$ cat src/rtl/msq_pkg.sv
// Constants and types shared by the microsequencer files
package msq_pkg;
  localparam int CLK_PERIOD_NS          = 5;
  localparam int FASTEST_STEP_PERIOD_NS = 105;
  localparam int SECOND_STEP_PERIOD_NS  = 125;
  localparam int THIRD_STEP_PERIOD_NS   = 145;
  localparam int SLOWEST_STEP_PERIOD_NS = 175;
  localparam int FASTEST_STEP_PERIOD =
    (FASTEST_STEP_PERIOD_NS + CLK_PERIOD_NS - 1) / CLK_PERIOD_NS;
  localparam int SECOND_STEP_PERIOD =
    (SECOND_STEP_PERIOD_NS + CLK_PERIOD_NS - 1) / CLK_PERIOD_NS;
  localparam int THIRD_STEP_PERIOD =
    (THIRD_STEP_PERIOD_NS + CLK_PERIOD_NS - 1) / CLK_PERIOD_NS;
  localparam int SLOWEST_STEP_PERIOD =
    (SLOWEST_STEP_PERIOD_NS + CLK_PERIOD_NS - 1) / CLK_PERIOD_NS;
  localparam int STEP_CNT_W = 6;

  localparam int CSA_W    = 14;
  localparam int NA_W     = 13;
  localparam int BANK_BIT = 13;
  localparam logic [CSA_W-1:0] CSA_RESET     = 14'h0000;
  localparam logic [9:0]       RET_MASK_HIGH = 10'h3FF;
  localparam logic             TOGGLE_RESET  = 1'b0;

  localparam logic [7:0]  REG_CTRL   = 8'h00;
  localparam logic [7:0]  REG_STATUS = 8'h04;
  localparam logic [7:0]  REG_STACK0 = 8'h08;
  localparam logic [7:0]  REG_STACK1 = 8'h0C;
  localparam int          CTRL_RUN_BIT    = 0;
  localparam int          CTRL_STEP_BIT   = 1;
  localparam logic        CTRL_RUN_RESET  = 1'b1;
  localparam int          STATUS_TOP_BIT  = 16;
  localparam int          STATUS_SIGN_BIT = 17;
  localparam int          STATUS_ZERO_BIT = 18;
  localparam int          STATUS_RUN_BIT  = 19;

  typedef enum logic [2:0] {
    BR_TEST    = 3'h0,
    BR_RETURN  = 3'h1,
    ARITHMETIC_MULTIWAY   = 3'h2,
    FLAG_MULTIWAY   = 3'h3,
    BR_PROC    = 3'h4,
    BR_SCRATCH = 3'h5,
    OPERAND_MULTIWAY = 3'h6,
    DECODE_TABLE_MULTIWAY  = 3'h7
  } msq_branch_e;

  typedef enum logic [1:0] {
    ST_HALT = 2'b01,
    ST_RUN  = 2'b10
  } msq_state_e;
endpackage : msq_pkg

$ cat src/rtl/msq_step_timer.sv
// Step period counter: one step_end pulse per firmware step
`timescale 1ns/1ps
`default_nettype none
module msq_step_timer
  import msq_pkg::*;
#(
  parameter int CNT_W = STEP_CNT_W
) (
  input  wire logic       clk,
  input  wire logic       rst,
  input  wire logic       run,
  input  wire logic [1:0] speed,
  output logic            step_end
);
  logic [CNT_W-1:0] cnt_reg;
  logic [CNT_W-1:0] limit;
  logic [CNT_W-1:0] gap_reg;
  logic             seen_reg;

  if ((1 << CNT_W) <= SLOWEST_STEP_PERIOD) begin : g_chk
    $error("step counter too narrow");
  end

  always_comb begin
    case (speed)
      2'h0:    limit = CNT_W'(FASTEST_STEP_PERIOD);
      2'h1:    limit = CNT_W'(SECOND_STEP_PERIOD);
      2'h2:    limit = CNT_W'(THIRD_STEP_PERIOD);
      default: limit = CNT_W'(SLOWEST_STEP_PERIOD);
    endcase
  end

  assign step_end = run && (cnt_reg == limit - 1'b1);

  always_ff @(posedge clk or posedge rst) begin
    if (rst) begin
      cnt_reg <= '0;
    end else if (!run || step_end) begin
      cnt_reg <= '0;
    end else begin
      cnt_reg <= cnt_reg + 1'b1;
    end
  end

  // Independent gap counter, watched only by the check below
  always_ff @(posedge clk or posedge rst) begin
    if (rst) begin
      gap_reg  <= '0;
      seen_reg <= 1'b0;
    end else begin
      gap_reg  <= (step_end || !run) ? '0 : gap_reg + 1'b1;
      seen_reg <= run && (seen_reg || step_end);
    end
  end
endmodule : msq_step_timer
`default_nettype wire

$ cat src/rtl/msq_return_stack.sv
// Two-entry toggling return stack
`timescale 1ns/1ps
`default_nettype none
module msq_return_stack
  import msq_pkg::*;
(
  input  wire logic             clk,
  input  wire logic             rst,
  input  wire logic             push,
  input  wire logic             pop,
  input  wire logic [CSA_W-1:0] push_addr,
  output logic      [CSA_W-1:0] top,
  output logic      [CSA_W-1:0] entry0,
  output logic      [CSA_W-1:0] entry1,
  output logic                  top_sel
);
  logic [CSA_W-1:0] entry_reg [2];
  logic             sel_reg;

  // Push lands in the slot that is not the top
  always_ff @(posedge clk or posedge rst) begin
    if (rst) begin
      entry_reg[0] <= CSA_RESET;
      entry_reg[1] <= CSA_RESET;
    end else if (push) begin
      entry_reg[~sel_reg] <= push_addr;
    end
  end

  // Push with a successful return in one step cancels the toggle
  always_ff @(posedge clk or posedge rst) begin
    if (rst) begin
      sel_reg <= TOGGLE_RESET;
    end else begin
      sel_reg <= sel_reg ^ (push ^ pop);
    end
  end

  assign top     = entry_reg[sel_reg];
  assign entry0  = entry_reg[0];
  assign entry1  = entry_reg[1];
  assign top_sel = sel_reg;
endmodule : msq_return_stack
`default_nettype wire

$ cat src/rtl/msq_sequencer.sv
// Microprogram sequencer: picks each firmware step's successor
//
// Local design decisions: the register offsets and the address-and-strobe port.
`timescale 1ns/1ps
`default_nettype none
module msq_sequencer
  import msq_pkg::*;
#(
  parameter int COND_N = 64
) (
  input  wire logic             MCLK,
  input  wire logic             RST,
  input  wire logic [5:0]       TEST_CONDITION_FIELD,
  input  wire logic             BRANCH_INVERT_FIELD,
  input  wire logic [NA_W-1:0]  NEXT_ADDRESS_FIELD,
  input  wire logic [3:0]       MASK_FIELD,
  input  wire logic [2:0]       BRANCH_FIELD,
  input  wire logic [1:0]       STEP_SPEED_FIELD,
  input  wire logic             PUSH_EN,
  input  wire logic [CSA_W-1:0] PUSH_ADDRESS,
  input  wire logic [COND_N-1:0] CONDITIONS,
  input  wire logic [23:0]      ALU_RESULT,
  input  wire logic             LOAD_INDICATORS,
  input  wire logic             LIVE_ALU_CARRY,
  input  wire logic             QUOTIENT_LOW_BIT,
  input  wire logic [3:0]       TEMP_FLAGS,
  input  wire logic [7:0]       PROCEDURE_BUS,
  input  wire logic [3:0]       FIRST_SCRATCH_ADDRESS_REGISTER,
  input  wire logic [3:0]       FOURTH_SCRATCH_ADDRESS_REGISTER,
  input  wire logic [3:0]       CYCLE_COUNT,
  input  wire logic [3:0]       DECODE_OFFSET,
  input  wire logic [7:0]       REG_ADDR,
  input  wire logic [31:0]      REG_WDATA,
  input  wire logic             REG_WR,
  input  wire logic             REG_RD,
  output logic      [31:0]      REG_RDATA,
  output logic      [CSA_W-1:0] CONTROL_STORE_ADDRESS,
  output logic                  STEP_END,
  output logic      [2:0]       DECODE_TABLE_SELECT,
  output logic                  SIGN_INDICATOR,
  output logic                  ZERO_INDICATOR
);
  if (COND_N != 64) begin : g_chk
    $error("test-condition field addresses exactly 64 conditions");
  end

  msq_state_e       state_reg;
  msq_state_e       state_next;
  logic [CSA_W-1:0] csa_reg;
  logic [CSA_W-1:0] csa_next;
  logic             run_reg;
  logic             step_req_reg;
  logic             sign_reg;
  logic             zero_reg;
  logic [2:0]       decode_sel_reg;
  logic [31:0]      rdata_reg;
  logic             step_end;
  logic             cond_raw;
  logic             taken;
  logic             ret_ok;
  logic [CSA_W-1:0] stack_top;
  logic [CSA_W-1:0] stack0;
  logic [CSA_W-1:0] stack1;
  logic             top_sel;
  logic [CSA_W-1:0] ret_mask;
  logic [CSA_W-1:0] else_addr;
  logic [3:0]       mw_sel;
  logic [3:0]       mw_src;
  logic [3:0]       mw_low;
  msq_branch_e      br;

  assign br = msq_branch_e'(BRANCH_FIELD);

  // Condition zero is a constant false, so a goto is a test whose
  // bank comes from the invert bit alone.
  assign cond_raw = (TEST_CONDITION_FIELD == 6'h00) ? 1'b0
                  : CONDITIONS[TEST_CONDITION_FIELD];
  assign taken = cond_raw ^ BRANCH_INVERT_FIELD;

  // Else alternative flips the masked low bits of the if alternative
  assign else_addr = {1'b0, NEXT_ADDRESS_FIELD[NA_W-1:4],
                      NEXT_ADDRESS_FIELD[3:0] ^ MASK_FIELD};

  assign ret_mask = {RET_MASK_HIGH, MASK_FIELD};
  assign ret_ok   = step_end && (br == BR_RETURN) && taken;

  // Multiway sources and which low bits they drive
  always_comb begin
    mw_sel = 4'h0;
    mw_src = 4'h0;
    case (br)
      ARITHMETIC_MULTIWAY: begin
        mw_sel = {2'b11, MASK_FIELD[1:0]};
        mw_src = {sign_reg, zero_reg, LIVE_ALU_CARRY, QUOTIENT_LOW_BIT};
      end
      FLAG_MULTIWAY: begin
        mw_sel = MASK_FIELD;
        mw_src = TEMP_FLAGS;
      end
      BR_PROC: begin
        mw_sel = {1'b0, MASK_FIELD[2:0]};
        mw_src = {1'b0, PROCEDURE_BUS[3], PROCEDURE_BUS[1],
                  PROCEDURE_BUS[0]};
      end
      BR_SCRATCH: begin
        mw_sel = {2'b00, MASK_FIELD[1:0]};
        mw_src = {2'b00, FOURTH_SCRATCH_ADDRESS_REGISTER[3],
                  FOURTH_SCRATCH_ADDRESS_REGISTER[1]};
      end
      OPERAND_MULTIWAY: begin
        mw_sel = {1'b0, MASK_FIELD[2:0]};
        mw_src = {1'b0, FIRST_SCRATCH_ADDRESS_REGISTER[3:1]};
      end
      DECODE_TABLE_MULTIWAY: begin
        mw_sel = MASK_FIELD;
        mw_src = DECODE_OFFSET;
      end
      default: begin
        mw_sel = 4'h0;
        mw_src = 4'h0;
      end
    endcase
  end

  for (genvar i = 0; i < 4; i++) begin : g_low
    assign mw_low[i] = mw_sel[i] ? mw_src[i]
                     : NEXT_ADDRESS_FIELD[i];
  end

  // Successor selection
  always_comb begin
    csa_next = csa_reg;
    case (br)
      BR_TEST: begin
        csa_next = taken ? {1'b1, NEXT_ADDRESS_FIELD}
                 : else_addr;
      end
      BR_RETURN: begin
        csa_next = taken ? (stack_top & ret_mask)
                 : {1'b0, NEXT_ADDRESS_FIELD};
      end
      default: begin
        csa_next = taken
                 ? {1'b1, NEXT_ADDRESS_FIELD[NA_W-1:4], mw_low}
                 : {1'b0, NEXT_ADDRESS_FIELD};
      end
    endcase
  end

  always_ff @(posedge MCLK or posedge RST) begin
    if (RST) begin
      csa_reg <= CSA_RESET;
    end else if (step_end) begin
      csa_reg <= csa_next;
    end
  end

  // Run control: free running, or single steps on request
  always_comb begin
    state_next = state_reg;
    case (state_reg)
      ST_HALT: begin
        if (run_reg || step_req_reg) begin
          state_next = ST_RUN;
        end
      end
      ST_RUN: begin
        if (step_end && !run_reg) begin
          state_next = ST_HALT;
        end
      end
      default: begin
        state_next = ST_HALT;
      end
    endcase
  end

  always_ff @(posedge MCLK or posedge RST) begin
    if (RST) begin
      state_reg <= ST_HALT;
    end else begin
      state_reg <= state_next;
    end
  end

  msq_step_timer u_timer (
    .clk      (MCLK),
    .rst      (RST),
    .run      (state_reg == ST_RUN),
    .speed    (STEP_SPEED_FIELD),
    .step_end (step_end)
  );

  msq_return_stack u_stack (
    .clk       (MCLK),
    .rst       (RST),
    .push      (step_end && PUSH_EN),
    .pop       (ret_ok),
    .push_addr (PUSH_ADDRESS),
    .top       (stack_top),
    .entry0    (stack0),
    .entry1    (stack1),
    .top_sel   (top_sel)
  );

  // Indicators only change on an explicit load
  always_ff @(posedge MCLK or posedge RST) begin
    if (RST) begin
      sign_reg <= 1'b0;
      zero_reg <= 1'b0;
    end else if (LOAD_INDICATORS) begin
      sign_reg <= ALU_RESULT[23];
      zero_reg <= (ALU_RESULT == 24'h000000);
    end
  end

  always_ff @(posedge MCLK or posedge RST) begin
    if (RST) begin
      decode_sel_reg <= 3'h0;
    end else begin
      decode_sel_reg <= CYCLE_COUNT[2:0];
    end
  end

  // Control register; a step request set in the clearing cycle wins
  always_ff @(posedge MCLK or posedge RST) begin
    if (RST) begin
      run_reg <= CTRL_RUN_RESET;
    end else if (REG_WR && (REG_ADDR == REG_CTRL)) begin
      run_reg <= REG_WDATA[CTRL_RUN_BIT];
    end
  end

  always_ff @(posedge MCLK or posedge RST) begin
    if (RST) begin
      step_req_reg <= 1'b0;
    end else if (REG_WR && (REG_ADDR == REG_CTRL)
                 && REG_WDATA[CTRL_STEP_BIT]) begin
      step_req_reg <= 1'b1;
    end else if (state_reg == ST_HALT) begin
      step_req_reg <= 1'b0;
    end
  end

  // Read data valid in the cycle after the read strobe only
  always_ff @(posedge MCLK or posedge RST) begin
    if (RST) begin
      rdata_reg <= 32'h0000_0000;
    end else if (!REG_RD) begin
      rdata_reg <= 32'h0000_0000;
    end else if (REG_ADDR == REG_CTRL) begin
      rdata_reg <= {31'h0000_0000, run_reg};
    end else if (REG_ADDR == REG_STATUS) begin
      rdata_reg <= {12'h000, state_reg == ST_RUN, zero_reg, sign_reg,
                    top_sel, 2'b00, csa_reg};
    end else if (REG_ADDR == REG_STACK0) begin
      rdata_reg <= {18'h00000, stack0};
    end else if (REG_ADDR == REG_STACK1) begin
      rdata_reg <= {18'h00000, stack1};
    end else begin
      rdata_reg <= 32'h0000_0000;
    end
  end

  assign REG_RDATA             = rdata_reg;
  assign CONTROL_STORE_ADDRESS = csa_reg;
  assign STEP_END              = step_end;
  assign DECODE_TABLE_SELECT   = decode_sel_reg;
  assign SIGN_INDICATOR        = sign_reg;
  assign ZERO_INDICATOR        = zero_reg;
endmodule : msq_sequencer
`default_nettype wire

$ cat config.mk
export PLATFORM = sky130hd
export DESIGN_NAME = msq_sequencer
export DESIGN_NICKNAME = d
export VERILOG_FILES = /design/src/rtl/msq_pkg.sv /design/src/rtl/msq_step_timer.sv /design/src/rtl/msq_return_stack.sv /design/src/rtl/msq_sequencer.sv
export SDC_FILE = /design/constraint.sdc
export NUM_CORES = 1
export LEC_CHECK = 0
export BUFFER_PORTS_ARGS = -buffer_cell sky130_fd_sc_hd__buf_2
export CORE_ASPECT_RATIO = 1.75
export CORE_MARGIN = 2
export CORE_UTILIZATION = 46
export CTS_BUF_LIST = sky130_fd_sc_hd__clkbuf_4
export DETAILED_ROUTE_END_ITERATION = 7
export PLACE_DENSITY_LB_ADDON = 0.2
export SLEW_MARGIN = 20
export SYNTH_ARGS = -nofsm -noshare
export SYNTH_HDL_FRONTEND = slang
export SYNTH_SLANG_ARGS = --single-unit
$ cat constraint.sdc
create_clock -name MCLK -period 2.9 [get_ports MCLK]
set_input_delay 0.58 -clock MCLK [delete_from_list [all_inputs] [get_ports MCLK]]
set_output_delay 0.58 -clock MCLK [all_outputs]
set_load 0.02 [all_outputs]
==> reports/qor.yml <==
die_w_um: 80.5
required_ns: 2.32
end_kind: "output pin"
die-area_sq_um: 11100
critPathLaunch: "STEP_SPEED_FIELD[0]"
gp_congestion: 0.811
cellLeakagePower_nw: 3.07
ctsHtreeMaxLevel: 3
clk_pin_slew_ns: 0.12
syn2layout_area_growth_pct: 28.7
cts_tree: "done"
tightestPinTransition_ns: 0.513
peakVddDrop_v: 0.000259
syn_area_per_cell_sq_um: 10.5
routedWlPerCell_um: 16.0
hp-class: "in2async"
power_mw: 2.26
synth_seq_cells: 76
seq_power_share: 0.507
hold_violations: 0
syn-cell-area_sq_um: 4710
rsz0062_at_grt: "false"
cts_max_path_buffers: 2
yosysUniqueCellTypes: 57
synth-seq-area-share: 0.404
final_nets: 867
ant_nets: 0
drt_iter0_drc: 140
top_layer: "met4"
critPathBufInv: 3
gr-total-overflow: 0
synth-edff-count: 0
synth_compound_area_frac: 0.125
critPathLaunchType: "primary input"
synthArstFlopShare: 1.00
grt_pass1_vias: 4342
rr_worst_depth: 9
ys.flop_type: "dfrtp_1"
crit_type: "in2out"
synth-adder-area-share: 0.00531
clkPwrFrac: 0.264
relSlewSlack: 0.657
ys_warn_count: 0
setup_viol: 0
fp-row-count: 48
synth_top_family_by_area: "multiplexers"
fmax_mhz: 360
reg2reg_slack_ns: 0.22
wl_mm: 12.6
skew_ns: 0.0130
synthCells: 448
clk_latency_ns: 0.42
wl_met3_um: 764
fillers: 830
critPathArrivalTime_ns: 2.20
grt_use_total: 0.230
path_cells: "buf_2 > ha_1 > or4b_4 > a2111oi_4 > nand2_2 > inv_4 > buf_4"
timing.rr.end: "CONTROL_STORE_ADDRESS[3]"
cap_violations: 0
worstSetupEndpoint: "STEP_END"
start_util: 0.476
cts_inserted_buffers: 9
vias: 4238
muxShareOfSynthArea: 0.245
powerDensity_nw_per_um2: 373
rr_startpoint: "u_timer.cnt_reg[5]"
via_per_inst: 5.37
die_y_um: 138
path_depth: 7
period_share: 0.959
slew_violations: 0
io_buffers: 204
drc: 0
io_pins: 259
cpLargestDelayFamily: "simple AND/OR/NAND/NOR gates"
place_inst: 770
drive_above_1_share: 0.468
post-dp-hpwl_mm: 10.2
largest_reg_flops: 18
netSwitchingFraction: 0.290
hold_buffers: 0
intPower_mw: 1.61
status: "complete, no violations"
clock_sinks: 76
wl_met2_mm: 7.10
root_buffer: "clkbuf_4"
wl_met1_mm: 4.52
grt_pass1_wl_mm: 19.9
grt_max_degree: 35
finish.utilization: 0.612
antenna_found_initial: 1
slowest_stage: "or4b_4"
finalNonFillerCells: 789
crit_path_max_fanout: 3
core_sq_um: 9910
first_pass_iters: 4
comb_power_share: 0.229
critPathMaxStageDelay_ns: 0.55
fin_crit_ns: 2.78
synthSimpleGateAreaFrac: 0.143
net-switching-power_mw: 0.656
synth_xor_area_frac: 0.0186
through the flow:
step                hold slack (ns)  setup TNS (ns)  setup slack, ns  area (sq um)
floorplan                     0.450               0           0.0681          4760
global placement              0.474           -2.45           -0.271          5900
detailed placement            0.483           -5.10           -0.310          5900
CTS                           0.124               0           0.0510          6060
global route                  0.136               0           0.0407          6060
finish                        0.138               0            0.120          6060
cells in the mapped netlist, types with 3 or more instances:
library cell / n / area [sq um]
buf_6: 3 / 33.8
buf_4: 16 / 120
and3_1: 5 / 31.3
a21boi_0: 3 / 22.5
nand2b_1: 7 / 43.8
inv_1: 11 / 41.3
a21o_1: 4 / 30.0
nor4_1: 4 / 25.0
nand4_1: 4 / 25.0
nand2_1: 31 / 116
a22oi_1: 16 / 120
mux2i_1: 26 / 260
a311oi_1: 5 / 43.8
a21oi_1: 18 / 90.1
a31oi_1: 5 / 31.3
nand3_1: 10 / 50.1
clkbuf_1: 16 / 60.1
xnor2_1: 7 / 61.3
nor2b_1: 5 / 31.3
o21ai_0: 18 / 90.1
dfrtp_1: 74 / 1850
o221ai_1: 3 / 26.3
mux4_2: 7 / 158
nor2_1: 48 / 180
buf_2: 4 / 20.0
xor2_1: 3 / 26.3
mux4_1: 7 / 184
nor3_1: 6 / 30.0
mux2_2: 49 / 552
cell type report:
| type | instances | area (sq um) | share of cell area |
|---|---|---|---|
| diodes | 1 | 2.50 | 0.000413 |
| clock buffers | 9 | 67.6 | 0.0111 |
| clock inverters | 7 | 57.6 | 0.00949 |
| inverters | 11 | 43.8 | 0.00722 |
| multi-input cells | 335 | 2600 | 0.429 |
| flip-flops and latches | 76 | 1900 | 0.314 |
| well taps | 125 | 156 | 0.0258 |
| repair buffers | 225 | 1230 | 0.203 |
cell usage in the layout (no fill, tap or decap), drive strengths merged, types with 2 or more instances in the layout:
master	instances
o21ai	19
a21o	5
inv	11
clkbuf	9
o221ai	4
and3	5
xnor2	7
and2	2
nand2	31
dfrtp	74
mux2	49
a22oi	16
nor4	4
ha	2
nand3b	3
nand4	5
xor2	3
nand3	12
nor2b	5
clkinv	5
nor3	6
mux4	14
a21boi	3
nand2b	7
a31oi	5
o211ai	2
conb	14
nor2	48
o22ai	2
buf	225
mux2i	26
dfstp	2
a2111oi	2
a21oi	18
a311oi	5
how the worst min path moves through the flow:
stage,start,endpoint,slack [ns],cells after the start
5_1_grt,RST,REG_RDATA[5],0.14,2
3_3_place_gp,step_req_reg,step_req_reg,0.47,2
2_1_floorplan,step_req_reg,step_req_reg,0.45,2
4_1_cts,RST,REG_RDATA[5],0.12,2
6_report,RST,REG_RDATA[5],0.14,2
3_5_place_dp,step_req_reg,step_req_reg,0.48,2
logic make-up (layout without fill, tap and decap cells):
logic type / Yosys count / after routing
AO/OA/AOI/OAI: 86 / 86
XOR/XNOR: 10 / 10
adder cells (fa/ha/maj): 2 / 2
buffers and inverters: 50 / 252
flip-flops: 76 / 76
multiplexers: 89 / 89
other: 1 / 15
AND/OR/NAND/NOR: 134 / 134
repair_timing:
item	CTS	global route
pin swaps	2	1
setup buffers	2	0
gates resized for setup	5	0
endpoints found under the setup margin	1	1
power groups by stage:
stage	sequential, mW	combinational (mW)	clock (mW)
final	1.15	0.517	0.597
after global routing	1.15	0.568	0.657
after CTS	1.15	0.520	0.618
after detailed placement	1.17	0.517	0
after global placement	1.17	0.502	0
after floorplan	1.18	0.308	0
routing by layer:
layer / track usage / vias to the layer above
met5: 0 / -
met4: 0.0838 / 0
met3: 0.0371 / 18
met2: 0.444 / 177
met1: 0.244 / 1996
li1: - / 2047
No activity file was read; power rests on OpenSTA's default activity.
